===== config.mk =====
export PLATFORM = sky130hd
export DESIGN_NAME = port_c_d_alt_function_override
export DESIGN_NICKNAME = d
export VERILOG_FILES = /design/src/hdl/pin_override_pkg.sv /design/src/hdl/port_c_d_alt_function_override.sv
export VERILOG_INCLUDE_DIRS = /design/src /design/src/hdl
export SDC_FILE = /design/constraint.sdc
export NUM_CORES = 1
export LEC_CHECK = 0
export BUFFER_PORTS_ARGS = -buffer_cell sky130_fd_sc_hd__buf_2
export CAP_MARGIN = 20
export CORE_UTILIZATION = 39
export CTS_CLUSTER_SIZE = 14
export DETAILED_ROUTE_END_ITERATION = 6
export HOLD_SLACK_MARGIN = 0.06
export PLACE_DENSITY = 0.78
export SYNTH_ARGS = -nofsm -noshare
export SYNTH_HDL_FRONTEND = slang
export SYNTH_SLANG_ARGS = --single-unit

===== constraint.sdc =====
create_clock -name i_clk -period 2.2 [get_ports i_clk]
set_input_delay 0.44 -clock i_clk [delete_from_list [all_inputs] [get_ports i_clk]]
set_output_delay 0.44 -clock i_clk [all_outputs]
set_load 0.005 [all_outputs]

===== src/hdl/pin_override_defs.svh =====
`ifndef PIN_OVERRIDE_DEFS_SVH
`define PIN_OVERRIDE_DEFS_SVH
`define PC_DAC_BIT 7
`define PC_STG2_OUT3_BIT 3
`define PC_STG2_OUT2_BIT 2
`define PC_TMR1_CMPB_BIT 1
`define PC_STG1_OUT0_BIT 0
`define PD_EXT_IRQ0_BIT 6
`define PD_RX_SCK_BIT 4
`define PD_TX_MOSI_BIT 3
`define PORT_RST_VAL 8'h00
`define PORT_BITS 8
`endif


===== src/hdl/pin_override_pkg.sv =====
package pin_override_pkg;
  typedef logic [7:0] port_byte_t;
endpackage


===== src/hdl/port_c_d_alt_function_override.sv =====
`timescale 1ns/10ps
`default_nettype none
`include "pin_override_defs.svh"
module port_c_d_alt_function_override
#(
  parameter int PORT_W = `PORT_BITS
)
(
  input wire logic i_clk,
  input wire logic i_rst,
  input wire logic [PORT_W-1:0] i_portc_out,
  input wire logic [PORT_W-1:0] i_portc_dir,
  input wire logic [PORT_W-1:0] i_portd_out,
  input wire logic [PORT_W-1:0] i_portd_dir,
  input wire logic i_pull_up_disable,
  input wire logic [PORT_W-1:0] i_portc_pin,
  input wire logic [PORT_W-1:0] i_portd_pin,
  input wire logic i_converter_output_enable,
  input wire logic i_stage2_out3,
  input wire logic i_stage2_out3_en,
  input wire logic i_stage2_out2,
  input wire logic i_stage2_out2_en,
  input wire logic i_stage1_out0,
  input wire logic i_stage1_out0_en,
  input wire logic i_tmr1_cmp_b_out,
  input wire logic i_tmr1_cmp_b_out_en,
  input wire logic i_tmr0_cmp_a_out,
  input wire logic i_tmr0_cmp_a_out_en,
  input wire logic i_ext_irq3_enable,
  input wire logic i_ext_irq0_enable,
  input wire logic i_rx_enable,
  input wire logic i_tx_enable,
  input wire logic i_tx_data,
  input wire logic i_spi_enable,
  input wire logic i_spi_master,
  input wire logic i_spi_alt_pins,
  input wire logic i_spi_mosi_out,
  output logic [PORT_W-1:0] o_portc_oe,
  output logic [PORT_W-1:0] o_portc_o,
  output logic [PORT_W-1:0] o_portc_pullup,
  output logic [PORT_W-1:0] o_portc_din_en,
  output logic [PORT_W-1:0] o_portd_oe,
  output logic [PORT_W-1:0] o_portd_o,
  output logic [PORT_W-1:0] o_portd_pullup,
  output logic [PORT_W-1:0] o_portd_din_en,
  output logic o_tmr1_ext_count_in,
  output logic o_tmr0_ext_count_in,
  output logic o_stage1_dig_in,
  output logic o_ext_irq3_in,
  output logic o_ext_irq0_in,
  output logic o_tmr1_capture_in,
  output logic o_spi_sck_in,
  output logic o_spi_mosi_in,
  output logic o_spi_slave_sel_n
);

  // plain port behaviour; pull-up only on an input with output bit one
  function automatic pin_override_pkg::port_byte_t plain_pullup(
    input pin_override_pkg::port_byte_t dir,
    input pin_override_pkg::port_byte_t val,
    input logic pud
  );
    plain_pullup = ~dir & val & {8{~pud}};
  endfunction

  wire logic spi_slave_alt;
  wire logic spi_master_alt;
  wire logic pd4_force_in;
  wire logic pd3_force_in;
  wire logic [PORT_W-1:0] portc_oe_next;
  wire logic [PORT_W-1:0] portc_o_next;
  wire logic [PORT_W-1:0] portc_din_en_next;
  wire logic [PORT_W-1:0] portd_oe_next;
  wire logic [PORT_W-1:0] portd_o_next;
  wire logic [PORT_W-1:0] portd_pullup_next;
  wire logic [PORT_W-1:0] portd_plain_pu;
  wire logic pd3_dir;
  wire logic pd3_val;
  wire logic pd3_pu;
  wire logic pd4_dir;
  wire logic pd4_pu;

  assign spi_slave_alt = i_spi_enable & ~i_spi_master & i_spi_alt_pins;
  assign spi_master_alt = i_spi_enable & i_spi_master & i_spi_alt_pins;
  assign pd4_force_in = i_rx_enable | spi_slave_alt;
  // transmitter wins over spi slave: it must own the line while enabled
  assign pd3_force_in = spi_slave_alt & ~i_tx_enable;

  // port c direction
  assign portc_oe_next[7] = i_converter_output_enable ? 1'b0 : i_portc_dir[7];
  assign portc_oe_next[6:4] = i_portc_dir[6:4];
  assign portc_oe_next[3] = i_stage2_out3_en | i_portc_dir[3];
  assign portc_oe_next[2] = i_stage2_out2_en | i_portc_dir[2];
  assign portc_oe_next[1] = i_portc_dir[1];
  assign portc_oe_next[0] = i_stage1_out0_en | i_portc_dir[0];

  // port c value
  assign portc_o_next[7:4] = i_portc_out[7:4];
  assign portc_o_next[3] = i_stage2_out3_en ? i_stage2_out3 : i_portc_out[3];
  assign portc_o_next[2] = i_stage2_out2_en ? i_stage2_out2 : i_portc_out[2];
  // compare b also carries the pwm waveform; timer supplies it on the same line
  assign portc_o_next[1] = i_tmr1_cmp_b_out_en ? i_tmr1_cmp_b_out : i_portc_out[1];
  assign portc_o_next[0] = i_stage1_out0_en ? i_stage1_out0 : i_portc_out[0];

  // port c digital input enable
  assign portc_din_en_next[7] = ~i_converter_output_enable;
  assign portc_din_en_next[6:1] = 6'h3F;
  // irq3 holds the input path on; nothing here turns it off otherwise
  assign portc_din_en_next[0] = i_ext_irq3_enable | 1'b1;

  // port d bit 4
  assign pd4_dir = pd4_force_in ? 1'b0 : i_portd_dir[4];
  assign pd4_pu = ~pd4_dir & i_portd_out[4] & ~i_pull_up_disable;

  // port d bit 3 direction: transmitter, then spi slave, then direction bit; value: transmitter, compare a, spi master, port bit
  assign pd3_dir = i_tx_enable ? 1'b1 : (pd3_force_in ? 1'b0 : i_portd_dir[3]);
  assign pd3_val = i_tx_enable ? i_tx_data :
                   i_tmr0_cmp_a_out_en ? i_tmr0_cmp_a_out :
                   spi_master_alt ? i_spi_mosi_out : i_portd_out[3];
  assign pd3_pu = ~pd3_dir & i_portd_out[3] & ~i_pull_up_disable;

  assign portd_plain_pu = plain_pullup(i_portd_dir, i_portd_out, i_pull_up_disable);
  assign portd_oe_next = {i_portd_dir[7:5], pd4_dir, pd3_dir, i_portd_dir[2:0]};
  assign portd_o_next = {i_portd_out[7:4], pd3_val, i_portd_out[2:0]};
  assign portd_pullup_next = {portd_plain_pu[7:5], pd4_pu, pd3_pu, portd_plain_pu[2:0]};

  always_ff @(posedge i_clk or posedge i_rst)
  begin
    if (i_rst)
    begin
      o_portc_oe <= `PORT_RST_VAL;
      o_portc_o <= `PORT_RST_VAL;
      o_portc_pullup <= `PORT_RST_VAL;
      o_portc_din_en <= `PORT_RST_VAL;
      o_portd_oe <= `PORT_RST_VAL;
      o_portd_o <= `PORT_RST_VAL;
      o_portd_pullup <= `PORT_RST_VAL;
      o_portd_din_en <= `PORT_RST_VAL;
    end
    else
    begin
      o_portc_oe <= portc_oe_next;
      o_portc_o <= portc_o_next;
      // comparator pins take the pull-up from the overridden direction; it drops while a stage output drives them
      o_portc_pullup <= plain_pullup(portc_oe_next, i_portc_out, i_pull_up_disable);
      o_portc_din_en <= portc_din_en_next;
      o_portd_oe <= portd_oe_next;
      o_portd_o <= portd_o_next;
      o_portd_pullup <= portd_pullup_next;
      o_portd_din_en <= {PORT_W{1'b1}};
    end
  end

  // pin inputs are synchronous; one register stage toward peripherals
  always_ff @(posedge i_clk or posedge i_rst)
  begin
    if (i_rst)
    begin
      o_tmr1_ext_count_in <= 1'b0;
      o_tmr0_ext_count_in <= 1'b0;
      o_stage1_dig_in <= 1'b0;
      o_ext_irq3_in <= 1'b0;
      o_ext_irq0_in <= 1'b0;
      o_tmr1_capture_in <= 1'b0;
      o_spi_sck_in <= 1'b0;
      o_spi_mosi_in <= 1'b0;
      o_spi_slave_sel_n <= 1'b1;
    end
    else
    begin
      o_tmr1_ext_count_in <= i_portc_pin[`PC_STG2_OUT3_BIT];
      o_tmr0_ext_count_in <= i_portc_pin[`PC_STG2_OUT2_BIT];
      o_stage1_dig_in <= i_portc_pin[`PC_TMR1_CMPB_BIT];
      o_ext_irq3_in <= i_portc_pin[`PC_STG1_OUT0_BIT];
      o_ext_irq0_in <= i_portd_pin[`PD_EXT_IRQ0_BIT];
      o_tmr1_capture_in <= i_portd_pin[`PD_RX_SCK_BIT];
      o_spi_sck_in <= i_portd_pin[`PD_RX_SCK_BIT] & spi_slave_alt;
      o_spi_mosi_in <= i_portd_pin[`PD_TX_MOSI_BIT] & spi_slave_alt;
      // slave deselected unless slave mode on alt pins and pin low
      o_spi_slave_sel_n <= ~spi_slave_alt | i_portd_pin[`PD_TX_MOSI_BIT];
    end
  end

endmodule
`default_nettype wire


Yosys cells after proc, flatten, opt, wreduce, memory -nomap -nowiden
Index checks and enable logic that the tools add are counted.
Widths: inputs -> output; s select.
Word-level totals
  bits in writable memories: 0
  memories: 0
  ROM bits: 0
  word-level logic and storage cells: 57
  bits in latches: 0
  bits in registers: 66
Operators by class
  eq/ne operators: 0
  $lt $le $gt $ge: 0
  divide/modulo/power cells: 0
  $mul: 0
  $add $sub $neg: 0
  shift operators: 0
  bitwise gates (word level): 29
  mux-type cells: 11
  reduce and logical (&&, ||, !) cells: 0
Operators with widths (count)
  $and 8x8->8: 4
  $not 8->8: 2
  $and 1x1->1: 11
  $mux 1: 11
  $not 1->1: 7
  $or 1x1->1: 5

Logic depth before layout (Yosys ltp)
Gate-level depths: netlist (run 1).
  word-level depth: 9
  mapped depth: 3

Worst setup path after synthesis (run 1)
Ideal clock, no wire load.
  path type: reg2out
  start: register, netlist name o_portc_din_en[6]
  end: output port o_portc_din_en[1]
  stages on the path, launching flop included: 2
  buffers on the path: 1
  data arrival time: 707 ps
  slack: 1053 ps
  required time: 1760 ps
  cells stage by stage: dfrtp_1 buf_4
RTL lines
  end, declared: RTL line port_c_d_alt_function_override.sv:41  | output logic [PORT_W-1:0] o_portc_din_en,

==> metrics.cfg, run 1 <==
[run_status]
status = finished clean

[synth]
synth_flop_cell = dfrtp_1
synth_edf_count = 0
synth_area_per_cell_um2 = 16.52
ys_seq_area_share_pct = 77.09
synth.distinct_cells = 22
ys_top_cells_by_area = dfrtp_1 (76%), buf_4 (5.5%), nor3b_1 (5.5%)
syn_inst = 116
ys_async_sr_fraction_pct = 100.0
synthMostInstantiatedCell = dfrtp_1
synth_nets = 187
yosysWarnings = 0
synth-seq-cells = 59
synth_area_um2 = 1917
synth_common_cells = dfrtp_1 (58), buf_4 (14), nor3b_1 (14)
yosys.area.top_type = dfrtp_1
synth_top_area_share_pct = 75.72

[critical_path]
critPathLaunchType = flip-flop
crit_type = flip-flop to output pin
cp-end-kind = output pin
cp_data_required_time_ns = 1.76
critPathBufInv = 1
path_delay_family = flip-flops
worstSetupStartpoint = o_portc_din_en[6]$_DFF_PP0_
slowest_stage = dfrtp_1
crit_chain = buf_2
critPathMaxStageDelay_ns = 0.50
arrival_ns = 0.99
critPathMaxFanout = 15

[cts]
cts_tree = done
path_clk_slew_ns = 0.06
cts_buffers = 9
cts_sinks = 59
cts-root-buf = clkbuf_8
ctsResizeCount = 0
cts_setup_buffers = 0
hold_buffers = 0
clock_path_buffers = 2
htreeDepth = 3

[grt]
antenna_found_initial = 1
grt-ovfl-total = 0
grt_use_total_pct = 14.73
grt_pass1_wl_mm = 5.457
grt_max_degree = 39
grt_pass1_vias = 1199

[power]
power.leakage_nw = 1.477
p_per_area_nw_per_um2 = 827.1
vdd_ir_drop_max_uv = 493.1

[cells_and_area]
syn2layout_area_growth_pct = 43.80
drive_above_1_share_pct = 64.66
final_util_pct = 58.36
final_nets = 315
final-instance-count-excl-fill = 317

[floorplan]
design.die.area_um2 = 5199
core_area_um2 = 4723
die_h_um = 72.11
io_pins = 144
die_w_um = 72.11
num_rows = 25
start_util_pct = 40.58

[drt]
vias_per_cell = 4.205
dr.pass1.iters = 4
ant_nets = 0
drt_iter0_markers = 46
drc_errors = 0
num_vias = 1333
totalWireLength_mm = 3.832
wire_per_inst_um = 12.09

[placed_design]
dp_cells = 300
hpwl_mm = 2.859
gp_congestion = 0.6663
port_buffers = 132

[run]
cap_violations = 0

[worst_hold_path]
hp-class = input pin to asynchronous set/reset pin

[timing]
hold_viol = 0
fmax_mhz = 700.6
slew_viol_final = 0
period_share_pct = 64.88
period_minus_slack_ns = 1.427
final-setup-viol-count = 0
fin_tns_setup_ns = 0
rsz0062_at_grt = false
holdWs_ns = 0.1310

-- kinds of logic after synthesis --
group / synth area share [%]
DFF: 77.09
AOI/OAI and AO/OA: 1.697
and+or+nand+nor: 11.36
muxes: 2.872
other: 0.1956
buffers and inverters: 6.788
-- metal layers --
metal	vias up	wire [µm]	track usage, %
met5	-	0	0
met4	0	75	8.932
met3	7	383	6.944
met2	85	1884	22.12
met1	620	1488	17.16
li1	621	-	-
-- area by class of cell --
| type | instances | area [µm²] |
|---|---|---|
| diodes | 1 | 2.502 |
| clock buffers | 14 | 152.6 |
| clock inverters | 2 | 35.03 |
| fillers | 406 | 1967 |
| inverters | 4 | 15.01 |
| multi-input cells | 37 | 309.0 |
| flip-flops and latches | 59 | 1478 |
| well taps | 67 | 83.83 |
| repair buffers | 133 | 680.7 |
-- flip-flops by register name (all words and copies together), names as in the netlist --
| name | flops |
|---|---|
| o_portc_o | 8 |
| o_portc_oe | 8 |
| o_portc_pullup | 8 |
| o_portd_o | 8 |
| o_portd_oe | 8 |
| o_portd_pullup | 8 |
| o_portc_din_en | 2 |
| o_ext_irq0_in | 1 |
| o_ext_irq3_in | 1 |
| o_spi_mosi_in | 1 |
| o_spi_sck_in | 1 |
| o_spi_slave_sel_n | 1 |
| o_stage1_dig_in | 1 |
| o_tmr0_ext_count_in | 1 |
| o_tmr1_capture_in | 1 |
| o_tmr1_ext_count_in | 1 |
-- cells in the final DEF, fill, tap and decap left out, types with 2 or more instances in the layout --
master    synthesis  final
or2_2             3      3
mux2_2            4      4
and2_2            2      2
clkbuf_8          0     10
clkbuf_1          0      4
inv_1             4      3
nor2_1            2      2
nor3b_1          14     14
buf_2             1    132
nor3b_2           2      2
dfrtp_1          58     58
-- per-stage QoR --
stage          area, µm²  worst slack [ns]  power [W]
4_1_cts             2754            0.7454   0.002316
3_5_place_dp        2566            0.9626   0.001376
2_1_floorplan       1917            0.3053   0.001257
3_3_place_gp        2566            0.9902   0.001369
6_report            2756            0.7726   0.002280
5_1_grt             2754            0.6673   0.002380
-- path summary, 6_finish.rpt --
check | cells past startpoint | to | slack, ns
worst max-delay path | 1 | o_portd_din_en[2] | 0.77
worst min-delay path | 2 | o_portd_o[6]$_DFF_PP0_ | 0.13
min in group i_clk | 1 | o_stage1_dig_in$_DFF_PP0_ | 0.22
max in group asynchronous | 3 | o_spi_slave_sel_n$_DFF_PP1_ | 1.45
-- report_power, final --
group          total (W)  internal [W]  switching, W  leakage (nW)
sequential       0.00115       0.00114     0.0000140         0.717
combinational   0.000200      0.000107     0.0000926         0.666
clock           0.000928      0.000554      0.000374        0.0947
Note: power is estimated with default switching activity, not from simulation.
==> inputs of run 2 (changes only) <==
clock period = 1.48 ns   (was 2.2 ns; I/O delays follow)
==> run 2 against run 1 <==
Compared with the run above: global-route usage grew 0.91 points; count of clock-buffer cells in the layout is 2 lower; design area up 1.9%; clock power increased by 28%; via count grew 2.1%; critical path type unchanged; highest routed layer unchanged; sequential share of layout area shrank 0.98 points; critical path depth unchanged; combinational power up 57%; die area did not move; routed wire length grew 1.9%; core utilization is 1.1 points higher; total power up 41%.
==> metrics.cfg, run 2 (same netlist as run 1, synthesis figures left out) <==
[critical_path]
crit_type = flip-flop to output pin
crit_chain = buf_2
critPathBufInv = 1  ; unchanged
slowest_stage = dfrtp_1
path_delay_family = flip-flops
critPathLaunchType = flip-flop
cp.depth = 1  ; unchanged
cp_data_required_time_ns = 1.18  ; -0.58 ns
cp-end-kind = output pin
critPathMaxStageDelay_ns = 0.51  ; about the same
critPathMaxFanout = 15  ; unchanged
arrival_ns = 1.00  ; about the same

[drt]
drc_errors = 0  ; unchanged
ant_nets = 0  ; unchanged
vias_per_cell = 4.201  ; -0.11%
wire_per_inst_um = 12.05  ; -0.30%
num_vias = 1361  ; +2.1%
totalWireLength_mm = 3.905  ; +1.9%
dr.pass1.iters = 4  ; unchanged
drt_iter0_markers = 32  ; -30%

[cts]
cts_tree = done
path_clk_slew_ns = 0.07  ; about the same
cts_buffers = 9  ; unchanged
cts_sinks = 59  ; unchanged
htreeDepth = 3  ; unchanged
cts_setup_buffers = 0  ; unchanged
clock_path_buffers = 2  ; unchanged
cts-root-buf = clkbuf_8

[floorplan]
die_w_um = 72.11  ; unchanged
design.die.area_um2 = 5199  ; unchanged
core_area_um2 = 4723  ; unchanged
num_rows = 25  ; unchanged
start_util_pct = 40.58  ; unchanged
die_h_um = 72.11  ; unchanged
io_pins = 144  ; unchanged

[cells_and_area]
final_nets = 323  ; +2.5%
regArea_um2 = 1478  ; unchanged
drive_above_1_share_pct = 64.06  ; -0.60 points
syn2layout_area_growth_pct = 46.48
multi_input_area_um2 = 309.0  ; unchanged
final_common_cell = buf_2
fill_cells = 371  ; -8.6%
layout_common_cells = buf_2 (132), dfrtp_1 (58), nor3b_1 (14)

[timing]
period_share_pct = 87.90
hold_viol = 0  ; unchanged
final-setup-viol-count = 0  ; unchanged
fmax_mhz = 768.7
rsz0062_at_grt = false
fin_tns_setup_ns = 0  ; unchanged
slew_viol_final = 0  ; unchanged
period_minus_slack_ns = 1.301

[power]
intPower_w = 0.002500  ; +39%
vdd_ir_drop_max_uv = 626.8  ; +27%
p_per_area_nw_per_um2 = 1146  ; +39%
power.leakage_nw = 1.499  ; +1.5%
pwr-share-seq_pct = 53.2  ; +2.7 points
comb_power_share_pct = 9.8  ; +1.0 points
clockPowerShare_pct = 37.0  ; -3.7 points
swShare_pct = 22.28  ; +1.2 points
finalPower_w = 0.003217  ; +41%
switchingPower_w = 0.0007168  ; +49%

[placed_design]
port_buffers = 132  ; unchanged
gp_congestion = 0.7087  ; +6.4%
hpwl_mm = 2.910  ; +1.8%

[grt]
grt_pass1_wl_mm = 5.809  ; +6.5%
grt-ovfl-total = 0  ; unchanged
grt_use_total_pct = 15.64  ; +0.91 points
grt_max_degree = 27  ; -31%
antenna_found_initial = 1  ; unchanged
grt_pass1_vias = 1297  ; +8.2%

[worst_hold_path]
hp-class = input pin to flip-flop
hold_depth = 1

[run]
cap_violations = 0  ; unchanged

[run_status]
status = finished clean

-- run 2: cell types whose count changed in the layout (fill, tap and decap cells not counted), moves of 2 or more --
cell / previous run / this run
buf_4: 0 / 2
dlygate4sd3_1: 0 / 6
clkinv_2: 1 / 3
clkbuf_1: 4 / 2
-- run 2: per-layer routing --
layer	GRT usage (%)	wire [µm]	vias to the layer above
met2	25.65	2032	89
met4	9.586	45	0
li1	-	-	631
met3	8.056	429	6
met1	15.79	1397	635
met5	0	0	-
-- run 2: cell type report --
type	instances	area share, %
tap	67	2.986
clock buffer	12	5.169
antenna	1	0.08913
clock inverter	3	0.5348
inverter	4	0.6684
timing repair buffer	141	26.92
multi-input combinational	37	11.01
sequential	59	52.63
-- run 2: timing repair --
item,CTS,global route
resized for setup,0,0
hold buffers,6,0
hold endpoints to repair,22,0
-- run 2: metrics by stage --
step | setup slack (ns) | hold slack (ns) | std cells | cell area, µm² | utilization (%)
2_1_floorplan | 0.4773 | 0.3274 | 116 | 1921 | -
3_5_place_dp | 0.3927 | 0.3462 | 302 | 2585 | 54.73
3_3_place_gp | 0.4168 | 0.3420 | 302 | 2585 | 54.73
6_report | 0.1791 | 0.08383 | 324 | 2808 | 59.44
4_1_cts | 0.1570 | 0.06991 | 323 | 2805 | 59.39
5_1_grt | 0.09048 | 0.07212 | 323 | 2805 | 59.39
-- run 2: power groups by stage --
| stage | logic [W] | registers [W] | clock network, W |
|---|---|---|---|
| after floorplan | 0.000112 | 0.00176 | 0 |
| after global placement | 0.000301 | 0.00174 | 0 |
| after detailed placement | 0.000309 | 0.00174 | 0 |
| after CTS | 0.000321 | 0.00171 | 0.00123 |
| after global routing | 0.000353 | 0.00172 | 0.00130 |
| final | 0.000315 | 0.00171 | 0.00119 |
-- run 2: path summary, 6_finish.rpt --
| check | from | end | slack, ns |
|---|---|---|---|
| min in group asynchronous | i_rst | o_portc_o[7]$_DFF_PP0_ | 0.57 |
| max in group asynchronous | i_rst | o_portd_oe[1]$_DFF_PP0_ | 0.45 |
| min | i_portd_out[6] | o_portd_o[6]$_DFF_PP0_ | 0.08 |
| max | o_portc_din_en[6]$_DFF_PP0_ | o_portc_din_en[5] | 0.18 |
